===== src/inc/mmwd_pkg.sv =====
/*
  constants and carrier types for the memory map and wait-state decoder.
  assumes a 22-bit word address from the processor memory bus, one system clock.
*/
package mmwd_pkg;
  localparam int unsigned ADDR_W = 22;
  localparam int unsigned WS_W   = 5;

  localparam logic [ADDR_W-1:0] M01_LO   = 22'h000000;
  localparam logic [ADDR_W-1:0] M01_HI   = 22'h0007ff;
  localparam logic [ADDR_W-1:0] PF0_LO   = 22'h000800;
  localparam logic [ADDR_W-1:0] PF0_HI   = 22'h000fff;
  localparam logic [ADDR_W-1:0] PF1_LO   = 22'h006000;
  localparam logic [ADDR_W-1:0] PF1_HI   = 22'h006fff;
  localparam logic [ADDR_W-1:0] CAN_HI   = 22'h0067ff;
  localparam logic [ADDR_W-1:0] PF2_LO   = 22'h007000;
  localparam logic [ADDR_W-1:0] PF2_HI   = 22'h007fff;
  localparam logic [ADDR_W-1:0] L01_LO   = 22'h008000;
  localparam logic [ADDR_W-1:0] L01_HI   = 22'h009fff;
  localparam logic [ADDR_W-1:0] OTP_LO   = 22'h3d7800;
  localparam logic [ADDR_W-1:0] OTP_HI   = 22'h3d7bff;
  localparam logic [ADDR_W-1:0] OTP_RSV  = 22'h3d7bfc;
  localparam logic [ADDR_W-1:0] FL32_LO  = 22'h3f0000;
  localparam logic [ADDR_W-1:0] FL16_LO  = 22'h3f4000;
  localparam logic [ADDR_W-1:0] FL_HI    = 22'h3f7fff;
  localparam logic [ADDR_W-1:0] TAIL_LO  = 22'h3f7f80;
  localparam logic [ADDR_W-1:0] DATA_LO  = 22'h3f7ff0;
  localparam logic [ADDR_W-1:0] DATA_HI  = 22'h3f7ff5;
  localparam logic [ADDR_W-1:0] BOOT_LO  = 22'h3f7ff6;
  localparam logic [ADDR_W-1:0] BOOT_HI  = 22'h3f7ff7;
  localparam logic [ADDR_W-1:0] PWD_LO   = 22'h3f7ff8;
  localparam logic [ADDR_W-1:0] BROM_LO  = 22'h3ff000;
  localparam logic [ADDR_W-1:0] BROM_HI  = 22'h3fffff;

  localparam int unsigned SEC32_SHIFT = 13;
  localparam int unsigned SEC16_SHIFT = 12;

  localparam logic [WS_W-1:0] WS_ZERO    = 5'h00;
  localparam logic [WS_W-1:0] WS_ONE     = 5'h01;
  localparam logic [WS_W-1:0] WS_PF_READ = 5'h02;
  localparam logic [WS_W-1:0] WS_PWD     = 5'h10;
  localparam logic [WS_W-1:0] WS_BROM    = 5'h01;
  localparam logic [WS_W-1:0] WS_OTP_MIN = 5'h01;

  typedef enum logic [8:0] {
    RG_NONE  = 9'h001,
    RG_M01   = 9'h002,
    RG_PF0   = 9'h004,
    RG_PF1   = 9'h008,
    RG_PF2   = 9'h010,
    RG_L01   = 9'h020,
    RG_OTP   = 9'h040,
    RG_FLASH = 9'h080,
    RG_BROM  = 9'h100
  } mmwd_region_t;

  typedef enum logic [2:0] {
    BUS_DIRECT = 3'h1,
    BUS_P32    = 3'h2,
    BUS_P16    = 3'h4
  } mmwd_bus_t;

  // sector code: 0 = d (lowest) .. 3 = a (highest)
  typedef struct packed {
    logic              we;
    logic [ADDR_W-1:0] addr;
  } mmwd_req_t;

  typedef struct packed {
    mmwd_region_t region;
    mmwd_bus_t    bus;
    logic         sector_hit;
    logic [1:0]   sector;
    logic         boot_entry;
    logic         password;
    logic         data_only;
    logic         reserved;
  } mmwd_info_t;
endpackage


===== src/rtl/mmwd_wait_ctr.sv =====
/*
  down-counter for wait-states of one access, plus a stretch hold.
  assumes i_load only while idle; i_hold comes from a peripheral that stretches.
*/
module mmwd_wait_ctr #(
  parameter int unsigned W = 5
) (
  input  wire logic         i_mclk,
  input  wire logic         i_rst,
  input  wire logic         i_load,
  input  wire logic [W-1:0] i_count,
  input  wire logic         i_hold,
  output logic              o_busy,
  output logic              o_done
);
  logic [W-1:0] cnt_r;
  logic         busy_r;
  wire          at_zero = (cnt_r == '0);

  assign o_busy = busy_r;
  assign o_done = busy_r & at_zero & ~i_hold;

  always_ff @(posedge i_mclk) begin
    if (i_rst) begin
      cnt_r  <= '0;
      busy_r <= 1'b0;
    end else if (i_load) begin
      cnt_r  <= i_count;
      busy_r <= 1'b1;
    end else if (busy_r && !at_zero) begin
      cnt_r <= cnt_r - 1'b1;
    end else if (o_done) begin
      busy_r <= 1'b0;
    end
  end
endmodule


===== src/rtl/mmwd_decoder.sv =====
/*
  memory map decoder with per-area wait-states and write-then-read ordering
  for the grouped peripheral frames one and two.
  assumes the processor holds i_req/i_acc until o_ready, and that wait-state
  settings from the flash control block are stable during an access.
  a stretch from the mailbox can peripheral holds completion as long as it lasts.
*/
module mmwd_decoder #(
  parameter bit FLASH_32K = 1'b1
) (
  input  wire logic                            i_mclk,
  input  wire logic                            i_rst,
  input  wire logic                            i_req,
  input  wire mmwd_pkg::mmwd_req_t             i_acc,
  input  wire logic                            i_rom_part,
  input  wire logic                            i_protect_en,
  input  wire logic [mmwd_pkg::WS_W-1:0]       i_flash_ws,
  input  wire logic [mmwd_pkg::WS_W-1:0]       i_otp_ws,
  input  wire logic                            i_can_wait,
  input  wire logic                            i_boot_flash,
  output logic                                 o_ready,
  output logic                                 o_done,
  output mmwd_pkg::mmwd_info_t                 o_info,
  output logic [mmwd_pkg::ADDR_W-1:0]          o_boot_vector
);
  typedef enum logic [1:0] {
    ST_IDLE = 2'h1,
    ST_BUSY = 2'h2
  } mmwd_state_t;

  function automatic logic in_rng(input logic [mmwd_pkg::ADDR_W-1:0] a,
                                  input logic [mmwd_pkg::ADDR_W-1:0] lo,
                                  input logic [mmwd_pkg::ADDR_W-1:0] hi);
    in_rng = (a >= lo) && (a <= hi);
  endfunction

  // widen a one-cycle penalty to the wait-state width
  function automatic logic [mmwd_pkg::WS_W-1:0] ws_ext(input logic pen);
    ws_ext = {{(mmwd_pkg::WS_W-1){1'b0}}, pen};
  endfunction

  mmwd_state_t          state_r;
  mmwd_state_t          state_nxt;
  mmwd_pkg::mmwd_info_t info_r;
  logic                 can_acc_r;
  logic                 last_wr_prot_r;
  logic                 last_wr_pf1_r;
  logic                 just_done_r;
  logic [mmwd_pkg::ADDR_W-1:0] last_addr_r;

  wire [mmwd_pkg::ADDR_W-1:0] a = i_acc.addr;
  wire take = i_req && (state_r == ST_IDLE);

  // address decode
  wire hit_m01  = in_rng(a, mmwd_pkg::M01_LO, mmwd_pkg::M01_HI);
  wire hit_pf0  = in_rng(a, mmwd_pkg::PF0_LO, mmwd_pkg::PF0_HI);
  wire hit_pf1  = in_rng(a, mmwd_pkg::PF1_LO, mmwd_pkg::PF1_HI);
  wire hit_pf2  = in_rng(a, mmwd_pkg::PF2_LO, mmwd_pkg::PF2_HI);
  wire hit_l01  = in_rng(a, mmwd_pkg::L01_LO, mmwd_pkg::L01_HI);
  wire hit_otp  = in_rng(a, mmwd_pkg::OTP_LO, mmwd_pkg::OTP_HI);
  wire hit_brom = in_rng(a, mmwd_pkg::BROM_LO, mmwd_pkg::BROM_HI);
  wire [mmwd_pkg::ADDR_W-1:0] fl_lo = FLASH_32K ? mmwd_pkg::FL32_LO : mmwd_pkg::FL16_LO;
  wire hit_flash = in_rng(a, fl_lo, mmwd_pkg::FL_HI);
  wire hit_sec   = in_rng(a, fl_lo, mmwd_pkg::TAIL_LO - 1'b1);
  wire hit_boot  = in_rng(a, mmwd_pkg::BOOT_LO, mmwd_pkg::BOOT_HI);
  wire hit_pwd   = in_rng(a, mmwd_pkg::PWD_LO, mmwd_pkg::FL_HI);
  wire hit_dat   = in_rng(a, mmwd_pkg::DATA_LO, mmwd_pkg::DATA_HI);
  // a rom part only flags its reserved words; they are still served
  wire hit_otp_rsv = in_rng(a, mmwd_pkg::OTP_RSV, mmwd_pkg::OTP_HI);
  wire hit_rsv   = i_rom_part && (hit_dat || hit_otp_rsv);
  // only the mailbox can part of frame one may stretch an access
  wire hit_can   = in_rng(a, mmwd_pkg::PF1_LO, mmwd_pkg::CAN_HI);
  wire hit_prot  = (hit_pf1 || hit_pf2) && i_protect_en;

  // sector: 0 = d at the base, 3 = a just below the reserved tail
  wire [mmwd_pkg::ADDR_W-1:0] fl_off = a - fl_lo;
  wire [1:0] sec32 = fl_off[mmwd_pkg::SEC32_SHIFT+1:mmwd_pkg::SEC32_SHIFT];
  wire [1:0] sec16 = fl_off[mmwd_pkg::SEC16_SHIFT+1:mmwd_pkg::SEC16_SHIFT];
  wire [1:0] sec_raw = FLASH_32K ? sec32 : sec16;
  // the reserved tail and other areas read as sector 0 with no hit
  wire [1:0] sector  = hit_sec ? sec_raw : 2'h0;

  mmwd_pkg::mmwd_region_t region;
  mmwd_pkg::mmwd_bus_t    bus;
  assign region = hit_m01   ? mmwd_pkg::RG_M01 :
                  hit_pf0   ? mmwd_pkg::RG_PF0 :
                  hit_pf1   ? mmwd_pkg::RG_PF1 :
                  hit_pf2   ? mmwd_pkg::RG_PF2 :
                  hit_l01   ? mmwd_pkg::RG_L01 :
                  hit_otp   ? mmwd_pkg::RG_OTP :
                  hit_flash ? mmwd_pkg::RG_FLASH :
                  hit_brom  ? mmwd_pkg::RG_BROM : mmwd_pkg::RG_NONE;
  assign bus = hit_pf1 ? mmwd_pkg::BUS_P32 :
               hit_pf2 ? mmwd_pkg::BUS_P16 :
               mmwd_pkg::BUS_DIRECT;

  // base wait-states per area
  // otp below its floor is raised, not refused
  wire [mmwd_pkg::WS_W-1:0] otp_ws =
    (i_otp_ws < mmwd_pkg::WS_OTP_MIN) ? mmwd_pkg::WS_OTP_MIN : i_otp_ws;
  wire [mmwd_pkg::WS_W-1:0] pf_ws = i_acc.we ? mmwd_pkg::WS_ZERO
                                             : mmwd_pkg::WS_PF_READ;
  wire [mmwd_pkg::WS_W-1:0] base_ws =
    (hit_pf1 || hit_pf2) ? pf_ws :
    hit_otp              ? otp_ws :
    hit_pwd              ? mmwd_pkg::WS_PWD :
    hit_flash            ? i_flash_ws :
    hit_brom             ? mmwd_pkg::WS_BROM :
    mmwd_pkg::WS_ZERO;

  // protected read behind a protected write to another word waits one cycle for the write
  wire order_pen = hit_prot && !i_acc.we && last_wr_prot_r
                   && (a != last_addr_r);
  // frame one write following a frame one write with no idle cycle between them
  wire b2b_pen = hit_pf1 && i_acc.we && last_wr_pf1_r && just_done_r;
  wire [mmwd_pkg::WS_W-1:0] order_ws = ws_ext(order_pen);
  wire [mmwd_pkg::WS_W-1:0] b2b_ws   = ws_ext(b2b_pen);
  // penalties only reach frame areas, whose base is at most two: no overflow
  wire [mmwd_pkg::WS_W-1:0] total_ws = base_ws + order_ws + b2b_ws;

  wire busy;
  wire done;
  // a can stretch holds completion once the count has run out
  mmwd_wait_ctr #(
    .W (mmwd_pkg::WS_W)
  ) u_wait (
    .i_mclk  (i_mclk),
    .i_rst   (i_rst),
    .i_load  (take),
    .i_count (total_ws),
    .i_hold  (can_acc_r && i_can_wait),
    .o_busy  (busy),
    .o_done  (done)
  );

  mmwd_pkg::mmwd_info_t info_nxt;
  assign info_nxt = '{region:     region,
                      bus:        bus,
                      sector_hit: hit_sec,
                      sector:     sector,
                      boot_entry: hit_boot,
                      password:   hit_pwd,
                      data_only:  hit_dat,
                      reserved:   hit_rsv};

  always_comb begin
    state_nxt = state_r;
    unique case (state_r)
      ST_IDLE: begin
        if (take) begin
          state_nxt = ST_BUSY;
        end
      end
      ST_BUSY: begin
        if (done) begin
          state_nxt = ST_IDLE;
        end
      end
    endcase
  end

  // ready returns the edge after done, so a chained take lands one cycle later
  assign o_ready = (state_r == ST_IDLE);
  assign o_done  = done && busy;
  assign o_info  = info_r;
  // fetch address: flash entry when starting from flash, else the last boot rom word
  assign o_boot_vector = i_boot_flash ? mmwd_pkg::BOOT_LO : mmwd_pkg::BROM_HI;

  always_ff @(posedge i_mclk) begin
    if (i_rst) begin
      state_r <= ST_IDLE;
    end else begin
      state_r <= state_nxt;
    end
  end

  // o_info stands from one take to the next
  always_ff @(posedge i_mclk) begin
    if (i_rst) begin
      info_r <= '{region: mmwd_pkg::RG_NONE, bus: mmwd_pkg::BUS_DIRECT, default: '0};
    end else if (take) begin
      info_r <= info_nxt;
    end
  end

  // history of the previous access for ordering and back-to-back penalties
  always_ff @(posedge i_mclk) begin
    if (i_rst) begin
      just_done_r <= 1'b0;
    end else begin
      just_done_r <= done;
    end
  end

  // the stretch input only counts for can accesses
  always_ff @(posedge i_mclk) begin
    if (i_rst) begin
      can_acc_r <= 1'b0;
    end else if (take) begin
      can_acc_r <= hit_can;
    end
  end

  always_ff @(posedge i_mclk) begin
    if (i_rst) begin
      last_wr_prot_r <= 1'b0;
      last_addr_r    <= '0;
    end else if (take) begin
      last_wr_prot_r <= hit_prot && i_acc.we;
      last_addr_r    <= a;
    end
  end

  always_ff @(posedge i_mclk) begin
    if (i_rst) begin
      last_wr_pf1_r <= 1'b0;
    end else if (take) begin
      last_wr_pf1_r <= hit_pf1 && i_acc.we;
    end
  end
endmodule


===== config.mk =====
export PLATFORM = sky130hd
export DESIGN_NAME = mmwd_decoder
export DESIGN_NICKNAME = d
export VERILOG_FILES = /design/src/inc/mmwd_pkg.sv /design/src/rtl/mmwd_wait_ctr.sv /design/src/rtl/mmwd_decoder.sv
export SDC_FILE = /design/constraint.sdc
export NUM_CORES = 1
export LEC_CHECK = 0
export ABC_CLOCK_PERIOD_IN_PS = 3600
export BUFFER_PORTS_ARGS = -buffer_cell sky130_fd_sc_hd__clkbuf_2
export CORE_MARGIN = 4
export CORE_UTILIZATION = 45
export CTS_BUF_LIST = sky130_fd_sc_hd__clkbuf_2 sky130_fd_sc_hd__clkbuf_4 sky130_fd_sc_hd__clkbuf_8
export CTS_CLUSTER_DIAMETER = 60
export DETAILED_ROUTE_END_ITERATION = 12
export PLACE_DENSITY = 0.71
export SYNTH_ARGS = -nofsm -noshare
export SYNTH_HDL_FRONTEND = slang
export SYNTH_SLANG_ARGS = --single-unit

===== constraint.sdc =====
create_clock -name i_mclk -period 3.6 [get_ports i_mclk]
set_clock_uncertainty 0.05 [all_clocks]
set_input_delay 0.54 -clock i_mclk [delete_from_list [all_inputs] [get_ports i_mclk]]
set_output_delay 0.54 -clock i_mclk [all_outputs]
set_load 0.01 [all_outputs]

### Word-level counts from Yosys, hierarchy flattened

Index checks and enable logic that the tools add are counted.

* add/sub/neg operators: 4
* order comparisons: 25
* eq/ne operators: 6
* muxes and demuxes: 27
* bitwise logic cells: 3
* reductions and logical operators: 36

Operator list (number)
* 22-bit greater-or-equal comparator, second input constant: 7
* 22-bit less-or-equal comparator, second input constant: 6
* 9-bit 2-to-1 mux: 8
* 22-bit by 15-bit less-or-equal comparator with 1-bit output, second input constant: 3
* 22-bit by 15-bit greater-or-equal comparator with 1-bit output, second input constant: 2
* 5-bit 2-to-1 mux: 7
* 1-bit logical AND: 27
* 22-bit by 1-bit greater-or-equal comparator with 1-bit output, second input constant: 1
* 22-bit by 12-bit greater-or-equal comparator with 1-bit output, second input constant: 1
* 22-bit by 16-bit greater-or-equal comparator with 1-bit output, second input constant: 1
* 22-bit by 11-bit less-or-equal comparator with 1-bit output, second input constant: 1
* 22-bit by 12-bit less-or-equal comparator with 1-bit output, second input constant: 1
* 22-bit by 16-bit less-or-equal comparator with 1-bit output, second input constant: 1
* 22-bit inequality test: 1
* 16-bit 2-to-1 mux: 1
* 15-bit by 1-bit subtractor with 15-bit output, second input constant: 1
* 5-bit by 1-bit adder with 5-bit output: 2
* 2-bit 2-to-1 mux: 4
* 3-bit 2-to-1 mux: 2
* 5-bit zero test: 1
* 5-bit by 1-bit less-than comparator with 1-bit output, second input constant: 1
* 5-bit by 1-bit subtractor with 5-bit output, second input constant: 1
* 1-bit 2-to-1 mux: 4
* 2-bit inequality test, second input constant: 2
* 10 further kinds: 15

* bits in registers: 53
* bits of input ports: 40
* output and inout port bits: 43
* logic and storage cells: 117

### Depth between registers and ports, before layout

Gate-level depths: netlist (run 1).

* depth in word-level cells: 10
* depth in mapped cells: 12
* depth with buffers taken out: 11

### Cells and area by module

From an unflattened synthesis (run 1), not the netlist that was laid out.

* cell total of the unflattened synthesis: 353
* area total of the unflattened synthesis: 2859.0 µm²

By module, submodules not included
* mmwd_decoder: instances 1, cells an instance 312, area each 2483.6 µm², seq. area each 940.9 µm²
* mmwd_wait_ctr: instances 1, cells an instance 41, area each 375.4 µm², seq. area each 120.1 µm²

### Worst setup path after synthesis (run 1)

No wires, ideal clock.

* kind: input-to-reg
* start point: input port i_acc[16] (netlist bit)
* end point: register u_wait.cnt_r[4]
* library setup time: 0.087 ns
* arrival time: 2.722 ns
* data required time: 3.463 ns
* slack: 0.741 ns
* cell stages on the path: 11
* buffers on the path: 1
* cell sequence: nor4_1 -> and4b_2 -> buf_2 -> nor2b_1 -> nand4_1 -> fa_1 -> inv_1 -> ha_1 -> nand3_2 -> mux2_4 -> o31ai_1

* cells in the longest elaborated chain, start to end: 10
* elaborated cells on any way between the ends: 34
* those cells by class: add/sub (2); order compare (11); eq/ne (1); mux (6); reduce/logical (14)

Ends and longest elaborated chain
* start, declared: RTL line mmwd_decoder.sv:14 `input wire mmwd_pkg::mmwd_req_t i_acc,`
* 22-bit greater-or-equal comparator, or another cell as far along: RTL line mmwd_decoder.sv:34 `in_rng = (a >= lo) && (a <= hi);`
* 1-bit logical AND: RTL line mmwd_decoder.sv:34
* 1-bit 2-to-1 mux or 1-bit logical OR (tied branches): RTL line mmwd_decoder.sv:108, mmwd_decoder.sv:73, mmwd_decoder.sv:104
* 5-bit 2-to-1 mux or 1-bit logical AND (tied branches): RTL line mmwd_decoder.sv:107, mmwd_decoder.sv:73
* 5-bit 2-to-1 mux or 1-bit logical AND (tied branches): RTL line mmwd_decoder.sv:106, mmwd_decoder.sv:112
* 5-bit 2-to-1 mux or 1-bit logical AND (tied branches): RTL line mmwd_decoder.sv:105, mmwd_decoder.sv:112
* 5-bit 2-to-1 mux or 1-bit logical AND (tied branches): RTL line mmwd_decoder.sv:104, mmwd_decoder.sv:113
* 5-bit by 1-bit adder with 5-bit output: RTL line mmwd_decoder.sv:119 `wire [mmwd_pkg::WS_W-1:0] total_ws = base_ws + order_ws + b2b_ws;`
* 5-bit by 1-bit adder with 5-bit output *: RTL line mmwd_decoder.sv:119
* 5-bit 2-to-1 mux *: RTL line mmwd_wait_ctr.sv:27 `end else if (i_load) begin`
* end signal, assigned: RTL line mmwd_wait_ctr.sv:28 `cnt_r <= i_count;`
* end signal, assigned: RTL line mmwd_wait_ctr.sv:31 `cnt_r <= cnt_r - 1'b1;`
* end, declared: RTL line mmwd_wait_ctr.sv:16 `logic [W-1:0] cnt_r;`

Mark *: on every way between the ends. The rest lies on a longest branch, timed or not.
A chain may end at the register's enable or synchronous reset.

### Final worst setup path (run 1)

Ends and elaborated chain as after synthesis.

==> summary.md, run 1 <==
The run finished with clean final reports. For the worst setup path, the data required time is 3.78 ns. The detailed-route wire length on metal 1 is 3100 um, and the number of buffers added by the clock tree synthesis step is 5. The run gives 0 as the number of antenna violations at the first check in global routing. The worst hold path belongs to the class primary input to flop. The sequential fraction of design power came out at 54.4%. On the critical path, the stage with the largest delay is an instance of sky130_fd_sc_hd__fa_1. Before antenna repair, the detailed router went through 4 iterations. The post-synth design cell area is 0.00284 sq mm, and the area used by sequential logic in the layout is 0.00106 sq mm. The critical path is of the primary input to flop type.

The commonest cells after synthesis are 73 x sky130_fd_sc_hd__nand2_1, 53 x sky130_fd_sc_hd__dfxtp_1, 48 x sky130_fd_sc_hd__a21oi_1, 23 x sky130_fd_sc_hd__buf_4, 21 x sky130_fd_sc_hd__nor2_1. The area of the core is 0.00603 sq mm. The layout-stage area growth over the synthesis result was 12.4%. The run gives 453 as the final layout net count. The tightest hold path in the finished design has a slack of 0.407 ns.

STA classifies the critical path startpoint as a primary input. The total negative setup slack came out at 0 ns. The via count normalized by instance count was 5.26. In the detailed route, the total length drawn on met3 is 577 um. The part of the power in combinational logic was 15.5%; the count of final hold-check violations was 0.

In this run the static leakage power is 1.29 nW. Global routing finished with a remaining overflow of 0. Number of storage elements in the synthesis netlist: 53.

For this run, the total global-route usage over all layers was measured as 19.1%. TritonCTS built the clock tree. Dominant cell by count in the synthesized netlist: sky130_fd_sc_hd__nand2_1.

The tools report the number of H-tree levels as 2. The number of antenna diodes in the final layout is 0. Across the run, the number of max-cap violations was 0. For this design the total switching power over the nets is 0.000330 W. The post-route netlist has 21.7% of its cells at a drive strength greater than 1.

Wires add up to 7130 um. Number of pins exceeding their max-slew limit in the final report: 0. The global-route wire length before repair was 11500 um; the number of port buffers was 63. Synthesis instantiated 49 different standard cells from the library. After the first detailed-routing iteration, the DRC count stood at 214.

Among all flip-flop cells after synthesis, the most frequent one is sky130_fd_sc_hd__dfxtp_1. The slew at the pin closest to its max-slew limit works out to 0.800 ns. The cell row count was 28. The CTS clock-pin slew for the worst setup and hold paths was 0.10 ns.

STA puts the critical path data arrival time at 3.11 ns. Fill cells in the final layout number 591. The die covers 0.00764 sq mm. For this configuration, the core starts out at a cell density of 47.1%. The buffer cell driving the clock tree root is sky130_fd_sc_hd__clkbuf_8. Buffers inserted to repair hold after CTS numbered 0.

The max-slew headroom at the worst pin was 46.7%; the final weighted congestion in routability-driven placement was 0.836. The design draws 0.00114 W. The smallest clock period supported by the final layout is computed as 2.93 ns.

In this run the remaining antenna-violating nets after routing total 0. The sequential cell area fraction in the yosys report was 37.4%. The routed layout has 2549 vias. 83 I/O pins were placed.

The number of setup buffers added after CTS is 0. Yosys printed 0 warnings. Count of flip-flops with a built-in enable after synthesis: 0.

The biggest area contributor in the post-synthesis netlist is sky130_fd_sc_hd__dfxtp_1. Entering global routing, the biggest net connects 40 pins. In this design, the stage delay of the slowest critical-path cell is 0.43 ns. The post-route fraction of the period consumed by the critical path was 81.5%.

The multi-input combinational cells in the finished layout cover a total of 0.00155 sq mm. The internal power of the cells totals 0.000811 W. The fraction of power spent switching nets was 28.9%; the sum of net half-perimeters after detailed placement was 5380 um. The signal on the critical path passes through clkbuf_2, nor4_1, and4b_2, nor2b_1, nand4_1, fa_1, inv_1, ha_1, nand3_2, mux2_4, o31ai_1.

The run gives 0.000260 V as the largest voltage drop on the vdd net. The maximum fanout count along the critical path was 9; the remaining design rule violation count was 0. The part of the power in the clock network is 30.1%, and the average instance area after synthesis is 7.95 sq um.

The highest layer touched by signal routing is met4. For the number of global-route vias before repair, the log shows 2391. The cell count after synthesis came out at 357. Static timing analysis puts the maximum clock frequency at 341 MHz. Yosys attributes the largest share of cell area to sky130_fd_sc_hd__dfxtp_1 37%, sky130_fd_sc_hd__nand2_1 9.7%, sky130_fd_sc_hd__a21oi_1 8.5%. STA classifies the critical path endpoint as a flop. Of the post-synthesis cell area, the dominant cell type holds 37.4%. Final cell count without fillers: 485. The run gives 0 as the quantity of gates resized following cts. In this run the vertical extent of the chip is 87.4 um. Setup violations remaining at the end of the flow were counted as 0. The areal power density over the cells works out to 358 mW/mm^2.

The clock net in this run drives a total of 53 sinks. In this run the deepest clock path goes through 2 buffers. Setup repair after global routing left no endpoint under its margin.

In the detailed route, the total length drawn on met2 is 3380 um. Counting flops with an async set or reset pin after synthesis yields a share of 0%. The worst-skew pair later-pin latency was 0.31 ns; the detail-routed net length per standard cell was 14.7 um. Number of placed instances with taps included: 477. The floorplan step set the die width to 87.4 um.
cell type report:
| type | count | share of cell area [%] |
|---|---|---|
| multi-input combinational | 270 | 48.6 |
| clock inverter | 3 | 0.667 |
| inverter | 11 | 1.30 |
| sequential | 53 | 33.3 |
| timing repair buffer | 68 | 11.1 |
| tap | 75 | 2.94 |
| clock buffer | 5 | 2.16 |
state kept, by name, summed over array words and instances, names as in the netlist:
name            count
last_wr_pf1_r       1
state_r             2
u_wait.cnt_r        5
u_wait.o_busy       1
o_info             19
can_acc_r           1
just_done_r         1
last_addr_r        22
last_wr_prot_r      1
critical path, delay by kind of cell:
kind            cells  cell delay [ns]
buf+inv             2             0.22
compound gates      1             0.06
mux                 1             0.30
simple gates        5             1.35
fa+ha+maj           2             0.63
placed cells by master (no fill, tap or decap), types with 11 or more instances in the layout:
master and instances:
sky130_fd_sc_hd__clkbuf_2 63, sky130_fd_sc_hd__dfxtp_1 53, sky130_fd_sc_hd__conb_1 19, sky130_fd_sc_hd__nor2_1 21, sky130_fd_sc_hd__inv_1 11, sky130_fd_sc_hd__nand3_1 13, sky130_fd_sc_hd__nand4_1 12, sky130_fd_sc_hd__xnor2_1 20
sky130_fd_sc_hd__a21oi_1 48, sky130_fd_sc_hd__nand2_1 73
routing by layer:
metal  up-vias  GRT usage (%)
li1       1282              -
met1      1169           25.7
met2        90           31.4
met3         8           3.88
met4         0           4.88
met5         -              0
power groups by stage:
stage          clock, W  sequential (W)  combinational, W
5_1_grt        0.000372        0.000624          0.000197
2_1_floorplan         0        0.000632          0.000132
6_report       0.000343        0.000621          0.000177
3_5_place_dp          0        0.000634          0.000176
4_1_cts        0.000353        0.000621          0.000177
3_3_place_gp          0        0.000633          0.000174
final timing paths:
check	from	endpoint	slack (ns)	cells after the start
max	i_acc[16]	u_wait.cnt_r[4]	0.67	11
min	i_acc[0]	last_addr_r[0]	0.41	3
min reg2reg	o_info[4]	o_info[4]	0.41	2
max reg2reg	last_addr_r[11]	u_wait.cnt_r[4]	1.28	11
metrics by stage:
step | setup WS [ns] | util, % | cell area (sq um)
finish | 0.666 | 52.9 | 3190
CTS | 0.692 | 52.9 | 3190
global placement | 0.400 | 51.4 | 3100
floorplan | 0.741 | - | 2900
global route | 0.457 | 52.9 | 3190
detailed placement | 0.371 | 51.4 | 3100
logic make-up (layout without fill, tap and decap cells):
kind of cell,count (synthesis),count (layout),synth area share (%)
DFF,53,53,37.4
xor gates and xnor gates,26,26,8.03
and+or+nand+nor,154,154,27.5
AOI/OAI and AO/OA,66,66,14.0
other,1,19,0.132
adders and majority gates,4,4,2.03
muxes,1,1,0.529
buffers and inverters,52,87,10.4
No activity file was read; power rests on OpenSTA's default activity.
==> run 2, diff against run 1 <==
Settings changed: ABC_CLOCK_PERIOD_IN_PS 3600 to 2500, PLACE_DENSITY 0.71 to 0.74.
Clock period 3.6 ns to 2.5 ns, I/O delays scaled along.
==> run 2 against run 1 <==
  * Global-route usage grew 0.80 points
  * Critical endpoint unchanged
  * Cell area grew 6.5%
  * Cell count rose by 4.3%
  * Count of clock-buffer cells in the layout up 2
  * Via count up 4.1%
  * Core utilization grew 3.4 points
  * Total power rose by 56%
  * Worst hold slack got worse by 0.15 ns
  * Sequential power grew 44%
  * First-iteration DRC count down 32%
  * Combinational power is 54% higher
==> summary.md, run 2 (same netlist as run 1, synthesis figures left out) <==
The area of the core came out at 0.00603 sq mm. The top cell types in the final layout, fill and taps aside, are 73 x sky130_fd_sc_hd__nand2_1, 63 x sky130_fd_sc_hd__clkbuf_2, 53 x sky130_fd_sc_hd__dfxtp_1. Summed over all layers, the routed wires come to 7370 um. The run finished with clean final reports. The worst setup path is launched from a primary input.

The run gives 0.839 as the final weighted congestion in routability-driven placement. The placed instance area was 0.00327 sq mm. For the cell area after layout, the log shows 0.00339 sq mm.

Global routing finished with a remaining overflow of 0. Worst-case setup slack after placement: -0.0824 ns. The buffer cell driving the clock tree root was sky130_fd_sc_hd__clkbuf_8. Setup violations remaining at the end of the flow were counted as 0. The worst setup slack after layout was 0.239 ns. The layout has 552 filler cells. The tools report the signal arrival time at the worst endpoint as 2.43 ns. Counting flops per register, the top entry is last_addr_r. The category of the most critical setup path is primary input to flop. The library cell used most frequently in the layout, excluding fill and tap cells, is sky130_fd_sc_hd__nand2_1. The number of H-tree levels was 2; the number of global-route vias before repair was 2540.

For the pin with the worst max-slew slack, the measured transition is 0.633 ns. The number of I/O pins came out at 83. The first detailed-routing pass ran for 5 iterations. The logs give 0.00106 sq mm for the area used by sequential logic in the layout and 2.67 ns for the required time of the critical path. The first global-routing pass estimated 12000 um of wire. The run gives 474 as the final layout net count. TritonCTS built the clock tree. Entering global routing, the biggest net connects 34 pins. The final route contains 2654 vias. The clock reaches the later pin of the worst-skew pair after 0.30 ns.

The die is 87.4 um tall. Dividing total power by cell area gives a power density of 526 mW/mm^2. For the worst hold margin, the log shows 0.262 ns.

Max-cap violations in this run came to 0. STA classifies the critical path endpoint as a flop. Relative to the synthesized area, the layout overhead comes to 19.6%. For the finished layout, the period the worst path requires is 2.26 ns. After clock tree synthesis, the clock-pin slew on the worst setup and hold paths is 0.09 ns.

For the number of antenna violations at the first check in global routing, the log shows 0. The worst-case IR drop observed on VDD is 0.000371 V. The die is 87.4 um wide. The clock net in this run drives a total of 53 sinks.

In this run the static leakage power is 1.40 nW. After detailed routing, the number of remaining DRC violations is 0. The flip-flop count of the largest register after layout is 22, and the count of final hold-check violations is 0. The multi-input combinational cell area came out at 0.00157 sq mm. The number of pins exceeding their max-slew limit in the final report is 0, and the via count normalized by instance count is 5.25. The run gives 0 as the post-CTS setup-driven buffer insertion count. The detail-routed net length per standard cell was 14.6 um. The tools report the max-slew headroom at the worst pin as 57.8%.

In this run the remaining antenna-violating nets after routing total 0. For this block, the initial DRC count from the detailed router was 146. Setup repair after global routing left no endpoint under its margin. After layout, the worst path uses 90.4% of the clock period. In this run, CTS created clock tree buffers numbering 5. The maximum buffer depth of the clock tree was 2.

The floorplan die area came out at 0.00764 sq mm. The repair_antennas step left the layout with diodes totalling 0. The sum of net half-perimeters after detailed placement was 5610 um; the total negative setup slack was 0 ns.

After clock tree synthesis, the flow added hold-fix buffers numbering 0. The number of port buffers was 63. In the global route stage, overall resource usage came out at 19.9%. The path class of the tightest hold or removal check is primary input to flop. Of all nets on the critical path, the largest fanout is 2. The quantity of gates resized following cts was 0. The share of layout cells above drive strength 1 was 26.7%. The tools report the maximum clock frequency as 442 MHz. The cell row count is 28. The initial cell density of the core came out at 47.1%.
run 2: stage by stage:
stage	util (%)	cells	total power [W]
after global routing	56.3	506	0.00186
final	56.3	506	0.00178
after detailed placement	54.3	498	0.00118
after floorplan	-	375	0.00110
after CTS	56.3	506	0.00179
after global placement	54.3	498	0.00118
run 2: layout make-up:
type,instances,share of cell area [%]
multi-input cells,270,46.2
clock buffers,7,2.65
inverters,11,1.22
well taps,75,2.77
clock inverters,1,0.885
flip-flops and latches,53,31.3
repair buffers,89,15.0
run 2: power by group:
group	leakage, nW	internal (W)	total (W)	switching [W]
Clock	0.0619	0.000338	0.000617	0.000279
Combinational	0.911	0.000109	0.000273	0.000164
Sequential	0.431	0.000873	0.000894	0.0000205
Total	1.40	0.00132	0.00178	0.000464
run 2: worst paths after layout:
path,from,to,slack (ns),cells after the start
max,i_acc[16],u_wait.cnt_r[4],0.24,11
min,i_rom_part,o_info[0],0.26,3
max reg2reg,last_addr_r[8],u_wait.cnt_r[4],0.24,11
min reg2reg,o_info[8],o_info[8],0.41,2
run 2: routing by layer:
layer  track usage (%)  routed length (um)  up-vias
met1              25.5                3230     1219
met5                 0                   0        -
met3              3.78                 525        2
met4              4.74                  35        0
met2              34.5                3580      103
li1                  -                   -     1330
run 2: worst max-delay path, cell delays in order:
cell and delay, ns:
sky130_fd_sc_hd__clkbuf_2 0.10, sky130_fd_sc_hd__nor4_2 0.32, sky130_fd_sc_hd__and4b_2 0.28, sky130_fd_sc_hd__nor2b_4 0.14
sky130_fd_sc_hd__nand4_1 0.13, sky130_fd_sc_hd__fa_2 0.41, sky130_fd_sc_hd__inv_2 0.07, sky130_fd_sc_hd__ha_2 0.19
sky130_fd_sc_hd__nand3_2 0.07, sky130_fd_sc_hd__mux2_4 0.30, sky130_fd_sc_hd__o31ai_1 0.06
